$ cat src/eewc_map.svh
`ifndef EEWC_MAP_SVH
`define EEWC_MAP_SVH
// ----------------------------------------------------------------------------
// Field layout of the control register
// ----------------------------------------------------------------------------
`define EEWC_CTL_W 5
`define EEWC_CTL_MODE 4
`define EEWC_CTL_WRITE_ENABLE_BIT 3
`define EEWC_CTL_WR 2
`define EEWC_CTL_READ_ENABLE_BIT 1
`define EEWC_CTL_RD 0
// ----------------------------------------------------------------------------
// Address, data and buffer geometry
// ----------------------------------------------------------------------------
`define EEWC_LOW_W 8
`define EEWC_HIGH_W 4
`define EEWC_ADDR_W 12
`define EEWC_IDX_W 5
`define EEWC_PAGE_BYTES 32
`define EEWC_PAGE_START 5'h00
`define EEWC_PAGE_LAST 5'h1f
`define EEWC_IDX_ONE 5'h01
// ----------------------------------------------------------------------------
// Reset values, bank select and write timer length
// ----------------------------------------------------------------------------
`define EEWC_BYTE_RST 8'h00
`define EEWC_HIGH_RST 4'h0
`define EEWC_BANK_RST 8'h00
`define EEWC_BANK_CTL 8'h01
`define EEWC_VALID_RST 32'h0000_0000
`define EEWC_TICK_W 8
`define EEWC_TICK_RST 8'h00
`define EEWC_TICK_ONE 8'h01
`define EEWC_WRITE_TICKS 8'h40
`endif

$ cat src/eewc_pkg.sv
package eewc_pkg;
  // Write sequencer states
  typedef enum logic [1:0] {
    ST_IDLE,
    ST_TIMING,
    ST_COMMIT,
    ST_DONE
  } eewc_state_t;
endpackage : eewc_pkg

$ cat src/eewc_buf_if.sv
`timescale 1ns/1ps
// Page buffer access between the controller and its storage
interface eewc_buf_if;
  logic clr;
  logic we;
  logic [4:0] wr_idx;
  logic [7:0] wdata;
  logic [4:0] rd_idx;
  logic [7:0] rd_data;
  modport ctl (output clr, output we, output wr_idx, output wdata, output rd_idx,
               input rd_data);
  modport mem (input clr, input we, input wr_idx, input wdata, input rd_idx,
               output rd_data);
endinterface : eewc_buf_if

$ cat src/eewc_page_buf.sv
`timescale 1ns/1ps
`include "eewc_map.svh"
module eewc_page_buf (
  // Clock and reset
  input wire logic i_clk,
  input wire logic i_rst_b,
  // Buffer port
  eewc_buf_if.mem bus
);
  logic [7:0] mem_r [`EEWC_PAGE_BYTES];
  logic [7:0] rd_data_r;

  // ---------------------------------------------------------------------------
  // Storage entries, cleared as a whole in one cycle
  // ---------------------------------------------------------------------------
  generate
    for (genvar g = 0; g < `EEWC_PAGE_BYTES; g++) begin : g_ent
      always_ff @(posedge i_clk) begin
        if (!i_rst_b || bus.clr) begin
          mem_r[g] <= `EEWC_BYTE_RST;
        end else if (bus.we && bus.wr_idx == 5'(g)) begin
          mem_r[g] <= bus.wdata;
        end
      end
    end
  endgenerate

  // Registered read port, one cycle of latency
  always_ff @(posedge i_clk) begin
    if (!i_rst_b) begin
      rd_data_r <= `EEWC_BYTE_RST;
    end else begin
      rd_data_r <= mem_r[bus.rd_idx];
    end
  end

  assign bus.rd_data = rd_data_r;
endmodule : eewc_page_buf

$ cat src/eewc_write_ctrl.sv
`timescale 1ns/1ps
`include "eewc_map.svh"
// Overview of operation
// - Mode bit low: write the data register byte to the addressed location.
// - Mode bit high: write the page buffer contents.
// - Write start is ignored unless write enable was already set.
// - Hardware clears write start when the write cycle ends.
// - Write cycle is timed by an asynchronous internal timer.
// - Page buffer holds 32 bytes and is cleared at reset.
// - Write enable falling clears the buffer; rising leaves it alone.
// - In page mode each loaded byte increments the low five address bits.
// - Low address stops at all ones; no roll over to page start.
// - After page write low five bits return to zero; page bits never increment.
// - Reset clears write enable.
// - Reset clears the bank pointer, hiding the control register.
// - Cycle end sets the EEPROM flag and the multi-function flag.
// - Vector only with global, EEPROM, multi-function enables set and stack free.
// - Servicing clears only the multi-function flag; software clears the other.
// - Mode select sits at bit four of the control register.
// - Address is twelve bits: high register bits 11..8 over the low byte.
module eewc_write_ctrl
  import eewc_pkg::*;
(
  // Clock and reset
  input wire logic i_clk,
  input wire logic i_rst_b,
  // Processor register writes
  input wire logic i_addr_low_we,
  input wire logic [7:0] i_addr_low_wdata,
  input wire logic i_addr_high_we,
  input wire logic [3:0] i_addr_high_wdata,
  input wire logic i_data_we,
  input wire logic [7:0] i_data_wdata,
  input wire logic i_ctrl_we,
  input wire logic [4:0] i_ctrl_wdata,
  input wire logic i_bank_we,
  input wire logic [7:0] i_bank_wdata,
  // Interrupt controller side
  input wire logic i_global_irq_enable,
  input wire logic i_eeprom_irq_enable,
  input wire logic i_mf_irq_enable,
  input wire logic i_stack_full,
  input wire logic i_irq_serviced,
  input wire logic i_eeprom_irq_flag_clr,
  // Write timer oscillator, asynchronous to i_clk
  input wire logic i_wtimer_osc,
  // Register read back
  output logic [7:0] o_addr_low_reg,
  output logic [3:0] o_addr_high_reg,
  output logic [7:0] o_eeprom_data_reg,
  output logic [4:0] o_eeprom_control_reg,
  output logic [7:0] o_bank_pointer,
  // Interrupt flags and vector request
  output logic o_eeprom_irq_flag,
  output logic o_mf_irq_flag,
  output logic o_irq_vector_req,
  // Array programming port
  output logic o_nvm_wr_strobe,
  output logic [11:0] o_nvm_addr,
  output logic [7:0] o_nvm_wdata
);
  eewc_state_t st_r;
  logic [7:0] addr_low_r;
  logic [3:0] addr_high_r;
  logic [7:0] data_r;
  logic mode_r, write_enable_bit_r, wr_r, read_enable_bit_r, rd_r;
  logic [7:0] bank_r;
  logic [31:0] valid_r;
  logic page_mode_r;
  logic [4:0] commit_idx_r, idx_d_r;
  logic pend_r;
  logic [7:0] tick_cnt_r;
  logic osc_s1_r, osc_s2_r, osc_s3_r;
  logic ctrl_acc, start, write_enable_bit_fall, buf_load, tick, done_page;

  eewc_buf_if buf_if ();

  // ---------------------------------------------------------------------------
  // Decode of processor accesses
  // ---------------------------------------------------------------------------
  // Control register is only reachable with bank one selected
  assign ctrl_acc = i_ctrl_we && bank_r == `EEWC_BANK_CTL;
  // Start needs write enable already set, not set by this same write
  assign start = ctrl_acc && !wr_r && write_enable_bit_r && i_ctrl_wdata[`EEWC_CTL_WR];
  assign write_enable_bit_fall = ctrl_acc && !wr_r && write_enable_bit_r && !i_ctrl_wdata[`EEWC_CTL_WRITE_ENABLE_BIT];
  assign buf_load = i_data_we && mode_r && !wr_r;
  assign done_page = st_r == ST_DONE && page_mode_r;

  // ---------------------------------------------------------------------------
  // Bank pointer and control bits
  // ---------------------------------------------------------------------------
  always_ff @(posedge i_clk) begin
    if (!i_rst_b) begin
      bank_r <= `EEWC_BANK_RST;
    end else if (i_bank_we) begin
      bank_r <= i_bank_wdata;
    end
  end

  // Control writes are ignored while a cycle runs, so the buffer stays put
  always_ff @(posedge i_clk) begin
    if (!i_rst_b) begin
      mode_r <= 1'b0;
      write_enable_bit_r <= 1'b0;
      read_enable_bit_r <= 1'b0;
      rd_r <= 1'b0;
    end else if (ctrl_acc && !wr_r) begin
      mode_r <= i_ctrl_wdata[`EEWC_CTL_MODE];
      write_enable_bit_r <= i_ctrl_wdata[`EEWC_CTL_WRITE_ENABLE_BIT];
      read_enable_bit_r <= i_ctrl_wdata[`EEWC_CTL_READ_ENABLE_BIT];
      rd_r <= i_ctrl_wdata[`EEWC_CTL_RD];
    end
  end

  // Write start: set by an accepted start, cleared when the cycle ends
  always_ff @(posedge i_clk) begin
    if (!i_rst_b) begin
      wr_r <= 1'b0;
    end else if (st_r == ST_DONE) begin
      wr_r <= 1'b0;
    end else if (start) begin
      wr_r <= 1'b1;
    end
  end

  // ---------------------------------------------------------------------------
  // Address and data registers
  // ---------------------------------------------------------------------------
  // Address is writable only in byte mode and while idle
  always_ff @(posedge i_clk) begin
    if (!i_rst_b) begin
      addr_low_r <= `EEWC_BYTE_RST;
    end else if (done_page) begin
      addr_low_r[4:0] <= `EEWC_PAGE_START;
    end else if (i_addr_low_we && !mode_r && !wr_r) begin
      addr_low_r <= i_addr_low_wdata;
    end else if (buf_load && addr_low_r[4:0] != `EEWC_PAGE_LAST) begin
      addr_low_r[4:0] <= addr_low_r[4:0] + `EEWC_IDX_ONE;
    end
  end

  // Page select bits are only ever written by software
  always_ff @(posedge i_clk) begin
    if (!i_rst_b) begin
      addr_high_r <= `EEWC_HIGH_RST;
    end else if (i_addr_high_we && !mode_r && !wr_r) begin
      addr_high_r <= i_addr_high_wdata;
    end
  end

  always_ff @(posedge i_clk) begin
    if (!i_rst_b) begin
      data_r <= `EEWC_BYTE_RST;
    end else if (i_data_we && !wr_r) begin
      data_r <= i_data_wdata;
    end
  end

  // ---------------------------------------------------------------------------
  // Page buffer: storage lives in its own module, fill marks kept here
  // ---------------------------------------------------------------------------
  assign buf_if.clr = write_enable_bit_fall;
  assign buf_if.we = buf_load;
  assign buf_if.wr_idx = addr_low_r[4:0];
  assign buf_if.wdata = i_data_wdata;
  assign buf_if.rd_idx = commit_idx_r;

  eewc_page_buf u_page_buf (
    .i_clk(i_clk),
    .i_rst_b(i_rst_b),
    .bus(buf_if.mem)
  );

  // Only filled entries are programmed; marks drop after each page write
  always_ff @(posedge i_clk) begin
    if (!i_rst_b) begin
      valid_r <= `EEWC_VALID_RST;
    end else if (write_enable_bit_fall || done_page) begin
      valid_r <= `EEWC_VALID_RST;
    end else if (buf_load) begin
      valid_r[addr_low_r[4:0]] <= 1'b1;
    end
  end

  // ---------------------------------------------------------------------------
  // Write timer oscillator crossing
  // ---------------------------------------------------------------------------
  // Two stages before use; the third only serves the edge detector
  always_ff @(posedge i_clk) begin
    if (!i_rst_b) begin
      osc_s1_r <= 1'b0;
      osc_s2_r <= 1'b0;
      osc_s3_r <= 1'b0;
    end else begin
      osc_s1_r <= i_wtimer_osc;
      osc_s2_r <= osc_s1_r;
      osc_s3_r <= osc_s2_r;
    end
  end

  assign tick = osc_s2_r && !osc_s3_r;

  // ---------------------------------------------------------------------------
  // Write sequencer
  // ---------------------------------------------------------------------------
  // Cycle length is set by timer ticks, so it floats against i_clk
  always_ff @(posedge i_clk) begin
    if (!i_rst_b) begin
      st_r <= ST_IDLE;
      tick_cnt_r <= `EEWC_TICK_RST;
      page_mode_r <= 1'b0;
      commit_idx_r <= `EEWC_PAGE_START;
    end else begin
      case (st_r)
        ST_IDLE: begin
          tick_cnt_r <= `EEWC_TICK_RST;
          commit_idx_r <= `EEWC_PAGE_START;
          if (start) begin
            page_mode_r <= mode_r;
            st_r <= ST_TIMING;
          end
        end
        ST_TIMING: begin
          if (tick) begin
            tick_cnt_r <= tick_cnt_r + `EEWC_TICK_ONE;
            if (tick_cnt_r == `EEWC_WRITE_TICKS - `EEWC_TICK_ONE) begin
              st_r <= ST_COMMIT;
            end
          end
        end
        ST_COMMIT: begin
          if (!page_mode_r || commit_idx_r == `EEWC_PAGE_LAST) begin
            st_r <= ST_DONE;
          end else begin
            commit_idx_r <= commit_idx_r + `EEWC_IDX_ONE;
          end
        end
        ST_DONE: begin
          st_r <= ST_IDLE;
        end
        default: begin
          st_r <= ST_IDLE;
        end
      endcase
    end
  end

  // Read stage of the page walk, lines up with the buffer read latency
  always_ff @(posedge i_clk) begin
    if (!i_rst_b) begin
      pend_r <= 1'b0;
      idx_d_r <= `EEWC_PAGE_START;
    end else begin
      pend_r <= st_r == ST_COMMIT && page_mode_r && valid_r[commit_idx_r];
      idx_d_r <= commit_idx_r;
    end
  end

  // ---------------------------------------------------------------------------
  // Array programming port
  // ---------------------------------------------------------------------------
  always_ff @(posedge i_clk) begin
    if (!i_rst_b) begin
      o_nvm_wr_strobe <= 1'b0;
      o_nvm_addr <= {`EEWC_HIGH_RST, `EEWC_BYTE_RST};
      o_nvm_wdata <= `EEWC_BYTE_RST;
    end else if (st_r == ST_COMMIT && !page_mode_r) begin
      o_nvm_wr_strobe <= 1'b1;
      o_nvm_addr <= {addr_high_r, addr_low_r};
      o_nvm_wdata <= data_r;
    end else if (pend_r) begin
      o_nvm_wr_strobe <= 1'b1;
      o_nvm_addr <= {addr_high_r, addr_low_r[7:5], idx_d_r};
      o_nvm_wdata <= buf_if.rd_data;
    end else begin
      o_nvm_wr_strobe <= 1'b0;
    end
  end

  // ---------------------------------------------------------------------------
  // Interrupt flags; a set in the same cycle as a clear wins
  // ---------------------------------------------------------------------------
  always_ff @(posedge i_clk) begin
    if (!i_rst_b) begin
      o_eeprom_irq_flag <= 1'b0;
      o_mf_irq_flag <= 1'b0;
    end else begin
      if (st_r == ST_DONE) begin
        o_eeprom_irq_flag <= 1'b1;
      end else if (i_eeprom_irq_flag_clr) begin
        o_eeprom_irq_flag <= 1'b0;
      end
      if (st_r == ST_DONE) begin
        o_mf_irq_flag <= 1'b1;
      end else if (i_irq_serviced) begin
        o_mf_irq_flag <= 1'b0;
      end
    end
  end

  always_ff @(posedge i_clk) begin
    if (!i_rst_b) begin
      o_irq_vector_req <= 1'b0;
    end else begin
      o_irq_vector_req <= o_mf_irq_flag && o_eeprom_irq_flag && i_global_irq_enable &&
                          i_eeprom_irq_enable && i_mf_irq_enable && !i_stack_full &&
                          !i_irq_serviced;
    end
  end

  // Read back copies, all registered
  always_ff @(posedge i_clk) begin
    if (!i_rst_b) begin
      o_addr_low_reg <= `EEWC_BYTE_RST;
      o_addr_high_reg <= `EEWC_HIGH_RST;
      o_eeprom_data_reg <= `EEWC_BYTE_RST;
      o_eeprom_control_reg <= '0;
      o_bank_pointer <= `EEWC_BANK_RST;
    end else begin
      o_addr_low_reg <= addr_low_r;
      o_addr_high_reg <= addr_high_r;
      o_eeprom_data_reg <= data_r;
      o_eeprom_control_reg <= {mode_r, write_enable_bit_r, wr_r, read_enable_bit_r, rd_r};
      o_bank_pointer <= bank_r;
    end
  end
endmodule : eewc_write_ctrl

$ cat config.mk
export PLATFORM = sky130hd
export DESIGN_NAME = eewc_write_ctrl
export DESIGN_NICKNAME = d
export VERILOG_FILES = /design/src/eewc_pkg.sv /design/src/eewc_buf_if.sv /design/src/eewc_page_buf.sv /design/src/eewc_write_ctrl.sv
export VERILOG_INCLUDE_DIRS = /design/src
export SDC_FILE = /design/constraint.sdc
export NUM_CORES = 1
export LEC_CHECK = 0
export ABC_AREA = 1
export BUFFER_PORTS_ARGS = -buffer_cell sky130_fd_sc_hd__buf_2
export CORE_AREA = 10 10 192 194
export CTS_BUF_LIST = sky130_fd_sc_hd__clkbuf_8
export CTS_CLUSTER_SIZE = 16
export DETAILED_ROUTE_END_ITERATION = 8
export DIE_AREA = 0 0 202 204
export PLACE_DENSITY_LB_ADDON = 0.3
export SLEW_MARGIN = 20
export SYNTH_ARGS = -nofsm -noshare
export SYNTH_HDL_FRONTEND = slang
export SYNTH_SLANG_ARGS = --single-unit
$ cat constraint.sdc
create_clock -name i_clk -period 2.65 [get_ports i_clk]
set_clock_uncertainty 0.05 [all_clocks]
set_input_delay 0 -clock i_clk [delete_from_list [all_inputs] [get_ports i_clk]]
set_output_delay 0 -clock i_clk [all_outputs]
set_load 0.03 [all_outputs]
After elaboration in Yosys (flattened, before gate mapping)

Memory sizes are Yosys's and may differ from the RTL's. A register that Yosys moved wholly into a read port is not among the register bits.
Index checks and enable logic that the tools add are counted.

Register bits after elaboration: 147
RAM bits: 256
Input bits: 47
Output and inout bits: 57
Logic and storage cells: 356
Memories: 1

$add $sub $neg: 3
Order comparisons: 3
Equality and inequality tests: 43
Muxes and demuxes: 155
Bitwise gates (word level): 35
Reductions and logical operators: 85

Memories:

| name             | depth | width | rd ports | clocked after Yosys merged registers in | write ports | RTL line            | text |
|---|---|---|---|---|---|---|---|
| u_page_buf.mem_r | 32    | 8     | 1        | 1                                       | 32          | eewc_page_buf.sv:10 | `` logic [7:0] mem_r [`EEWC_PAGE_BYTES]; `` |

Operators with widths:

| operator            | count |
|---|---|
| $mux 8              | 35 |
| $mux 1              | 106 |
| $eq 5x5->1 const B  | 17 |
| $logic_and 1x1->1   | 57 |
| $eq 5x4->1 const B  | 8 |
| $or 1x1->1          | 32 |
| $or 32x32->32       | 1 |
| $mux 12             | 2 |
| $eq 5x3->1 const B  | 4 |
| $pmux 8 s2          | 1 |
| $mux 5              | 3 |
| $lt 5x6->1 const B  | 2 |
| $reduce_bool 2->1   | 6 |
| $add 5x1->5 const B | 2 |
| $eq 5x2->1 const B  | 2 |
| $ne 2x2->1 const B  | 5 |
| $pmux 5 s2          | 1 |
| $logic_not 1->1     | 9 |
| $add 8x1->8 const B | 1 |
| $eq 8x1->1 const B  | 1 |
| $eq 8x6->1 const B  | 1 |
| $mux 2              | 4 |
| $pmux 2 s4          | 1 |
| $reduce_and 2->1    | 4 |
| 13 further kinds    | 19 |

Depth between registers and ports, before layout

Gate-level depths: netlist of the first run.

Word-level depth: 9
Mapped depth: 11
Mapped depth without buffers: 10

Hierarchy

A second synthesis of the first run with hierarchy kept.

Cell total of the unflattened synthesis: 2041
Area total of the unflattened synthesis: 18390.1 um^2

By module, submodules not included:

| module          | times used | cells an instance | area an instance (um^2) | sequential area each (um^2) |
|---|---|---|---|---|
| eewc_page_buf   | 1          | 1309              | 12662.1                 | 7847.5 |
| eewc_write_ctrl | 1          | 732               | 5728.0                  | 2942.8 |

Worst setup path after synthesis of the first run

No wires, ideal clock.

Kind: register -> register
Start point: reg mode_r
End point: mem u_page_buf.mem_r[11][0] (enable)
Library setup time: 0.384 ns
Arrival: 1.637 ns
Required time: 2.216 ns
Setup slack: 0.579 ns
Stages on the path, launching flop included: 8
Buffers on the path: 1
Cells stage by stage: dfxtp_1 > nand2_1 > nor2_4 > inv_2 > nor2_2 > inv_2 > buf_6 > o21ai_0

RTL lines:

| element                | RTL line               | text |
|---|---|---|
| start, declared        | eewc_write_ctrl.sv:66  | `logic mode_r, write_enable_bit_r, wr_r, read_enable_bit_r, rd_r;` |
| start signal, assigned | eewc_write_ctrl.sv:108 | `` mode_r <= i_ctrl_wdata[`EEWC_CTL_MODE]; `` |
| end, declared          | eewc_page_buf.sv:10    |  |

==> impl_metrics.py, run 1 <==
metrics = {
    "status": {
        "status": "complete, no violations",
    },
    "global_routing": {
        "grt_overflow": 0,
        "antenna_found_initial": 0,
        "first_global_vias": 14200,
        "grt_max_degree": 97,
        "gr-usage-all-layers": 0.232,
        "grt_first_pass_wirelength_um": 76000,
    },
    "cts": {
        "htreeDepth": 3,
        "cts.sinks": 411,
        "cts_setup_buffers": 0,
        "root_buffer": "clkbuf_8",
        "path_clk_slew_ps": 60,
        "worstSkewPairLatency_ps": 600,
        "cts_made_buffers": 69,
        "cts_tree": "built",
        "ctsLongestPathBuffers": 3,
    },
    "pwr": {
        "powerDensity_mw_per_mm2": 665,
        "ir_drop_mv": 0.411,
        "p_total_uw": 14000,
        "p_leak_uw": 0.00875,
    },
    "floorplan": {
        "coreArea_sq_mm": 0.0331,
        "die_h_um": 204,
        "start_util": 0.543,
        "ioPinCount": 104,
        "die_w_um": 202,
        "std_cell_rows": 67,
        "die_area_sq_mm": 0.0412,
    },
    "synth": {
        "ys_top_cells_by_count": "534 x nor2_1, 256 x edfxtp_1, 252 x nand2_1, 193 x o21ai_0, 155 x dfxtp_1",
        "syn_inst": 1976,
        "synth_cell_types": 34,
        "synth_nets": 2036,
        "synth_area_leader_cell": "edfxtp_1",
        "synth_warnings": 0,
        "synthTopCellsByArea": "edfxtp_1 43%, dfxtp_1 17%, nor2_1 11%",
        "synth-seq-cells": 411,
        "avgSynthCellArea_sq_um": 9.10,
        "synthFlopType": "edfxtp_1",
        "async_reset_ff_frac": 0,
        "synth_edf_count": 256,
        "ys_seq_area_frac": 0.600,
        "synth_most_common_cell": "nor2_1",
        "yosysTopAreaCellShare": 0.428,
        "netlist_area_sq_mm": 0.0180,
    },
    "sta": {
        "slew_viol_final": 0,
        "finalSetupTns_ps": 0,
        "worst_pin_slew_ps": 1110,
        "slew_headroom": 0.253,
        "finalCriticalPeriod_ps": 2520,
        "finalHoldViolations": 0,
        "min_period_over_period": 0.950,
        "setup_violations": 0,
        "fmax_ghz": 0.397,
        "rsz0062_at_grt": "no",
    },
    "worst_setup_path": {
        "cp.required_ps": 2810,
        "endpoint_kind": "flop",
        "worstPathArrival_ps": 2680,
        "critPathLaunchType": "flop",
        "cp_max_fo": 12,
        "reg2reg_depth": 6,
        "r2r_slack_ps": 130,
        "critPathKind": "flop to flop",
    },
    "cells_and_area": {
        "regMostFlops": "u_page_buf.mem_r",
        "fill_cells": 2689,
        "largest_reg_flops": 256,
        "final_area_sq_mm": 0.0210,
        "finalNetCount": 2204,
        "syn2layout_area_growth_pct": 16.7,
        "top_regs": "u_page_buf.mem_r: 256 flops, valid_r: 32 flops, o_nvm_addr: 12 flops",
        "instances_no_fill": 2649,
        "num_antenna_cells": 0,
        "drive_gt1_frac": 0.165,
    },
    "placed_design": {
        "gp_congestion": 0.906,
        "io_buffers": 103,
        "place_inst": 2450,
        "dp_hpwl_um": 30000,
        "place_area_sq_mm": 0.0189,
    },
    "min_path": {
        "min_path_cells": 4,
        "hp-class": "input pin to flop",
    },
    "detailed_routing": {
        "initialDrtViolationCount": 1512,
        "drcViolationCount": 0,
        "via_per_inst": 5.46,
        "drt_first_pass_iters": 6,
        "vias": 14500,
        "wl_per_cell_um": 18.5,
        "ant_nets": 0,
        "wirelength_um": 49000,
    },
    "run": {
        "drv_cap": 0,
    },
}
-- worst max-delay path: stages (launching register included) --
cell     delay, ps
dfxtp_1        390
nand2_1        110
nor2_4         230
inv_2           70
nor2_2         160
inv_2          200
o21ai_0        920
-- layer usage --
| metal | global-route usage | part of all wire |
|---|---|---|
| met2 | 0.388 | 0.49 |
| met5 | 0 | 0 |
| met1 | 0.287 | 0.40 |
| met3 | 0.0466 | 0.079 |
| met4 | 0.101 | 0.035 |
-- power breakdown --
group,internal (uW),leakage [uW],switching [uW],total [uW]
combinational,381,0.00403,963,1340
sequential,7040,0.00391,118,7160
clock,2940,0.000808,2510,5450
-- path summary, 6_finish.rpt --
kind,startpoint,end
hold reg to reg,read_enable_bit_r,o_eeprom_control_reg[1]
setup / recovery,mode_r,u_page_buf.mem_r[11][4]
hold / removal,i_data_wdata[5],data_r[5]
setup reg to reg,mode_r,u_page_buf.mem_r[11][4]
-- timing repair --
item | CTS | global route
endpoints found under the setup margin | 0 | 3
hold endpoints to repair | 47 | 0
gates resized for setup | 0 | 2
hold buffers | 71 | 0
-- metrics by stage --
| step | setup WS (ps) | utilization | hold WS, ps |
|---|---|---|---|
| 3_3_place_gp | 218 | 0.571 | 136 |
| 2_1_floorplan | 579 | - | 47.6 |
| 4_1_cts | 77.8 | 0.634 | 0.480 |
| 3_5_place_dp | 134 | 0.571 | 148 |
| 6_report | 132 | 0.634 | 17.1 |
| 5_1_grt | 8.08 | 0.634 | 30.6 |
-- layout by cell type (no fill, tap or decap), types with 2 or more instances in the layout --
cell type	Yosys	layout
dlygate4sd3_1	0	71
a211oi_1	3	3
o21ai_1	1	16
nor2_4	3	3
dfxtp_1	155	152
nand4_1	3	3
nor2_1	534	534
ha_1	13	13
a31oi_1	16	16
a21oi_1	41	40
clkinv_2	0	5
nand3_1	124	124
buf_12	1	7
inv_1	99	129
clkinv_1	2	9
nand2_2	5	5
nand2_4	8	8
inv_2	11	10
clkbuf_8	0	83
o211ai_1	15	15
buf_2	30	103
nand3_2	2	2
edfxtp_1	256	256
nand2_8	10	10
inv_6	0	2
nand2_1	252	252
nor3_1	19	19
xor2_1	3	3
dfxtp_2	0	2
nor2_2	87	87
o21ai_0	193	178
buf_4	5	33
-- cells by family after synthesis --
kind of cell,count (synthesis),share of synthesized area
xor gates and xnor gates,3,0.00146
AOI/OAI and AO/OA,270,0.0789
and+or+nand+nor,1050,0.257
DFF,411,0.600
adders and majority gates,13,0.00905
buffers and inverters,229,0.0531
-- layout make-up --
type	count	area [sq um]	area share
timing repair buffer	214	1610	0.0769
clock inverter	45	213	0.0101
clock buffer	83	1140	0.0544
tap	448	561	0.0267
inverter	112	423	0.0202
sequential	411	10800	0.514
multi-input combinational	1336	6240	0.297
Power figures use the tool's default switching activity.
==> run 2: changes to the inputs <==
Settings changed: CORE_AREA 10 10 192 194 to 2 2 184 186, DIE_AREA 0 0 202 204 to 0 0 186 188, HOLD_SLACK_MARGIN set to 0.06.
==> impl_metrics.py, run 2 (synthesized netlist as in run 1, its figures left out) <==
metrics = {
    "cells_and_area": {
        "multi_input_area_sq_mm": 0.00624,
        "finalNetCount": 2222,
        "final_cell_mix": "534 x nor2_1, 256 x edfxtp_1, 251 x nand2_1, 181 x o21ai_0, 151 x dfxtp_1",
        "regArea_sq_mm": 0.0108,
        "top_regs": "u_page_buf.mem_r: 256 flops, valid_r: 32 flops, o_nvm_addr: 12 flops",
        "largest_reg_flops": 256,
        "syn2layout_area_growth_pct": 17.3,
        "fill_cells": 2615,
        "final_util": 0.637,
        "final_common_cell": "nor2_1",
        "num_antenna_cells": 0,
        "drive_gt1_frac": 0.166,
        "regMostFlops": "u_page_buf.mem_r",
    },
    "detailed_routing": {
        "ant_nets": 0,
        "wl_per_cell_um": 18.2,
        "via_per_inst": 5.47,
        "routed.top_layer": "met4",
        "drcViolationCount": 0,
        "wirelength_um": 48400,
        "routed-wl-met2_um": 23200,
        "vias": 14500,
        "wl_met3_um": 3790,
        "initialDrtViolationCount": 1603,
        "wl_met1_um": 19500,
        "drt_first_pass_iters": 6,
    },
    "placed_design": {
        "pre_cts_ws_ps": 181,
        "gp_congestion": 0.899,
        "dp_hpwl_um": 29000,
        "io_buffers": 103,
    },
    "worst_setup_path": {
        "endpoint_kind": "flop",
        "critPathLaunchType": "flop",
        "worstPathArrival_ps": 3010,
        "critPathKind": "flop to flop",
        "cp_max_fo": 7,
        "cp.required_ps": 3150,
    },
    "cts": {
        "ctsLongestPathBuffers": 3,
        "cts_tree": "built",
        "htreeDepth": 3,
        "cts.sinks": 411,
        "path_clk_slew_ps": 60,
        "cts_made_buffers": 69,
        "worstSkewPairLatency_ps": 610,
        "root_buffer": "clkbuf_8",
    },
    "floorplan": {
        "coreArea_sq_mm": 0.0331,
        "die_h_um": 188,
        "die_w_um": 186,
        "ioPinCount": 104,
        "std_cell_rows": 67,
        "start_util": 0.543,
        "die_area_sq_mm": 0.0350,
    },
    "sta": {
        "rsz0062_at_grt": "no",
        "slew_viol_final": 0,
        "setup_violations": 0,
        "fin_hold_ws_ps": 182,
        "fmax_ghz": 0.398,
        "worst_pin_slew_ps": 1150,
        "finalCriticalPeriod_ps": 2520,
        "finalSetupTns_ps": 0,
        "slew_headroom": 0.226,
        "finalHoldViolations": 0,
        "setup_ws_ps": 135,
        "min_period_over_period": 0.949,
    },
    "global_routing": {
        "grt_max_degree": 97,
        "gr-usage-all-layers": 0.282,
        "grt_overflow": 0,
        "antenna_found_initial": 0,
        "first_global_vias": 14200,
        "grt_first_pass_wirelength_um": 76000,
    },
    "pwr": {
        "p_leak_uw": 0.00878,
        "powerDensity_mw_per_mm2": 651,
        "ir_drop_mv": 0.494,
    },
    "min_path": {
        "hp-class": "input pin to flop",
    },
    "status": {
        "status": "complete, no violations",
    },
    "run": {
        "drv_cap": 0,
    },
}
run 2: changes by cell type in the layout (fill, tap and decap cells not counted), sizes merged:
cell | previous run | this run
dlygate4sd3 | 71 | 87
clkbuf | 83 | 77
clkinv | 14 | 11
inv | 141 | 144
buf | 143 | 145
bufinv | 1 | 0
clkinvlp | 1 | 2
run 2: path summary, 6_finish.rpt:
check / to / slack (ps) / from / cells after the start
min reg2reg: o_eeprom_control_reg[1] / 380 / read_enable_bit_r / 2
max: addr_low_r[1] / 130 / wr_r / 7
max reg2reg: addr_low_r[1] / 130 / wr_r / 7
min: addr_low_r[6] / 180 / i_addr_low_wdata[6] / 4
run 2: power breakdown:
part | total (uW) | switching [uW] | internal (uW)
clock | 5220 | 2550 | 2680
sequential | 7160 | 120 | 7040
combinational | 1350 | 954 | 398
run 2: layer usage:
layer,global-route usage,vias to the layer above
met5,0,-
met4,0.121,0
met3,0.0466,150
met2,0.459,684
met1,0.371,6844
li1,-,6871
run 2: final cells by class:
type,count,area share
Inverter,112,0.0201
Multi-Input combinational cell,1336,0.296
Timing Repair Buffer,232,0.0854
Clock buffer,77,0.0503
Tap cell,448,0.0266
Sequential cell,411,0.512
Clock inverter,45,0.00985
run 2: timing repair:
action / 4_1_cts / 5_1_grt
endpoints found under the hold margin: 258 / 0
setup buffers: 0 / 0
hold buffers: 87 / 0
endpoints found under the setup margin: 0 / 16
resized for setup: 0 / 8
run 2: worst max-delay path, cell delays in order (launching register included):
cell,delay [ps]
dfxtp_1,380
nor2_1,290
nand2_2,170
inv_2,160
nand2_1,60
dlygate4sd3_1,550
a31oi_1,210
dlygate4sd3_1,580
run 2: through the flow:
| step | power, uW | instances | cell area (sq um) |
|---|---|---|---|
| after floorplan | 8090 | 1976 | 18000 |
| after global placement | 8470 | 2452 | 18900 |
| after CTS | 13800 | 2661 | 21100 |
| after global routing | 14200 | 2661 | 21100 |
| final | 13700 | 2661 | 21100 |
| after detailed placement | 8500 | 2452 | 18900 |
==> run 3: changes to the inputs <==
Settings changed: BUFFER_PORTS_ARGS -buffer_cell sky130_fd_sc_hd__buf_2 to not set, CORE_AREA 2 2 184 186 to 2 2 186 188, DIE_AREA 0 0 186 188 to 0 0 188 190, DONT_BUFFER_PORTS set to 1, SYNTH_HIERARCHICAL set to 1.
==> impl_metrics.py, run 3 <==
metrics = {
    "sta": {
        "finalSetupTns_ps": 0,
        "setup_violations": 0,
        "worst_pin_slew_ps": 888,
        "rsz0062_at_grt": "no",
        "finalCriticalPeriod_ps": 2510,
        "fmax_ghz": 0.398,
        "slew_viol_final": 0,
        "min_period_over_period": 0.949,
        "finalHoldViolations": 0,
        "fin_hold_ws_ps": 90.0,
        "slew_headroom": 0.407,
    },
    "placed_design": {
        "gp_congestion": 0.868,
        "place_area_sq_mm": 0.0187,
        "dp_hpwl_um": 30200,
        "place_inst": 2431,
        "io_buffers": 0,
    },
    "cts": {
        "root_buffer": "clkbuf_8",
        "cts_tree": "built",
        "htreeDepth": 3,
        "worstSkewPairLatency_ps": 600,
        "cts.sinks": 411,
        "cts_made_buffers": 69,
        "path_clk_slew_ps": 60,
        "ctsLongestPathBuffers": 3,
    },
    "detailed_routing": {
        "drcViolationCount": 0,
        "vias": 14600,
        "wl_per_cell_um": 18.5,
        "via_per_inst": 5.51,
        "ant_nets": 0,
        "drt_first_pass_iters": 6,
        "initialDrtViolationCount": 1308,
        "wirelength_um": 48900,
    },
    "pwr": {
        "ir_drop_mv": 0.479,
        "powerDensity_mw_per_mm2": 671,
        "p_leak_uw": 0.00860,
    },
    "cells_and_area": {
        "regMostFlops": "u_page_buf/mem_r",
        "final_cell_mix": "528 x nand2_1, 431 x nor2_1, 256 x edfxtp_1, 224 x nand3_1, 153 x dfxtp_1",
        "final_area_sq_mm": 0.0209,
        "final_common_cell": "nand2_1",
        "drive_gt1_frac": 0.0952,
        "syn2layout_area_growth_pct": 13.8,
        "final_util": 0.616,
        "top_regs": "u_page_buf/mem_r: 256 flops, valid_r: 32 flops, o_nvm_addr: 12 flops",
        "num_antenna_cells": 0,
        "largest_reg_flops": 256,
        "finalNetCount": 2193,
        "instances_no_fill": 2640,
    },
    "synth": {
        "yosysTopAreaCellShare": 0.418,
        "netlist_area_sq_mm": 0.0184,
        "ys_top_cells_by_count": "528 x nand2_1, 432 x nor2_1, 256 x edfxtp_1, 224 x nand3_1, 155 x dfxtp_1",
        "synth_area_leader_cell": "edfxtp_1",
        "synth_warnings": 6,
        "async_reset_ff_frac": 0,
        "synth_cell_types": 40,
        "synth_most_common_cell": "nand2_1",
        "avgSynthCellArea_sq_um": 9.01,
        "syn_inst": 2041,
        "synthTopCellsByArea": "edfxtp_1 42%, dfxtp_1 17%, nand2_1 11%",
        "synthFlopType": "edfxtp_1",
        "synth-seq-cells": 411,
        "synth_nets": 2100,
        "synth_edf_count": 256,
        "ys_seq_area_frac": 0.587,
    },
    "floorplan": {
        "die_h_um": 190,
        "die_area_sq_mm": 0.0357,
        "coreArea_sq_mm": 0.0339,
        "std_cell_rows": 68,
        "ioPinCount": 104,
        "die_w_um": 188,
        "start_util": 0.542,
    },
    "worst_setup_path": {
        "critPathKind": "flop to flop",
        "cp_max_fo": 5,
        "cp_slowest_stage_delay_ps": 580,
        "cp.required_ps": 3130,
        "worstPathArrival_ps": 2990,
        "critPathLaunchType": "flop",
        "crit_top_cell": "dlygate4sd3_1",
        "cpMaxStageDelayCell": "dlygate4sd3_1",
        "cp_cell_sequence": "buf_4 > nor2_1 > nand2_2 > inv_2 > nand2_1 > dlygate4sd3_1 > a31oi_1 > dlygate4sd3_1",
        "endpoint_kind": "flop",
    },
    "global_routing": {
        "grt_max_degree": 125,
        "grt_overflow": 0,
        "gr-usage-all-layers": 0.274,
        "antenna_found_initial": 0,
        "grt_first_pass_wirelength_um": 76400,
        "first_global_vias": 14100,
    },
    "run": {
        "drv_cap": 0,
    },
    "status": {
        "status": "complete, no violations",
    },
    "min_path": {
        "hp-class": "input pin to flop",
    },
}
## run 3: timing repair
item,CTS,global route
setup buffers,0,2
endpoints found under the setup margin,0,4
gates resized for setup,0,1
hold buffers,85,0
hold endpoints to repair,417,0
## run 3: logic make-up after synthesis
family                     after synthesis  share of synthesized area
AOI/OAI and AO/OA                      151                     0.0446
and+or+nand+nor                       1250                      0.301
DFF                                    411                      0.587
buffers and inverters                  215                     0.0591
adders and majority gates               12                    0.00816
xor gates and xnor gates                 2                   0.000953
## run 3: per-stage QoR
| stage | total power (uW) | setup slack [ps] |
|---|---|---|
| after floorplan | 8210 | 510 |
| after global placement | 8490 | 314 |
| after detailed placement | 8530 | 241 |
| after CTS | 14100 | 149 |
| after global routing | 14500 | 50.5 |
| final | 14000 | 136 |
## run 3: metal layers
layer,global-route usage,share of wire,vias to the layer above
met4,0.105,0.029,0
li1,-,-,6903
met2,0.455,0.47,730
met3,0.0633,0.099,108
met1,0.351,0.40,6815
met5,0,0,-
## run 3: where the power goes
part | total (uW) | internal [uW] | switching [uW]
Clock | 5460 | 2940 | 2520
Sequential | 7350 | 7040 | 304
Combinational | 1240 | 381 | 857
## run 3: layout make-up
cell class / instances / area [sq um]
repair buffers: 137 / 1320
well taps: 455 / 569
fillers: 2741 / 13000
clock inverters: 39 / 200
flip-flops and latches: 411 / 10800
inverters: 100 / 377
multi-input cells: 1415 / 6520
clock buffers: 83 / 1140
## run 3: final timing paths
check / endpoint / slack, ps / from / cells after the start
setup / recovery: addr_low_r[4] / 140 / mode_r / 8
setup reg to reg: addr_low_r[4] / 140 / mode_r / 8
hold / removal: o_irq_vector_req / 90 / i_mf_irq_enable / 2
hold reg to reg: osc_s2_r / 380 / osc_s1_r / 2
## run 3: worst max-delay path: cells and delay by family, from the launching register on
family	cells	cell delay, ps
buf+inv	4	1450
flops	1	340
compound gates	1	200
simple gates	3	420
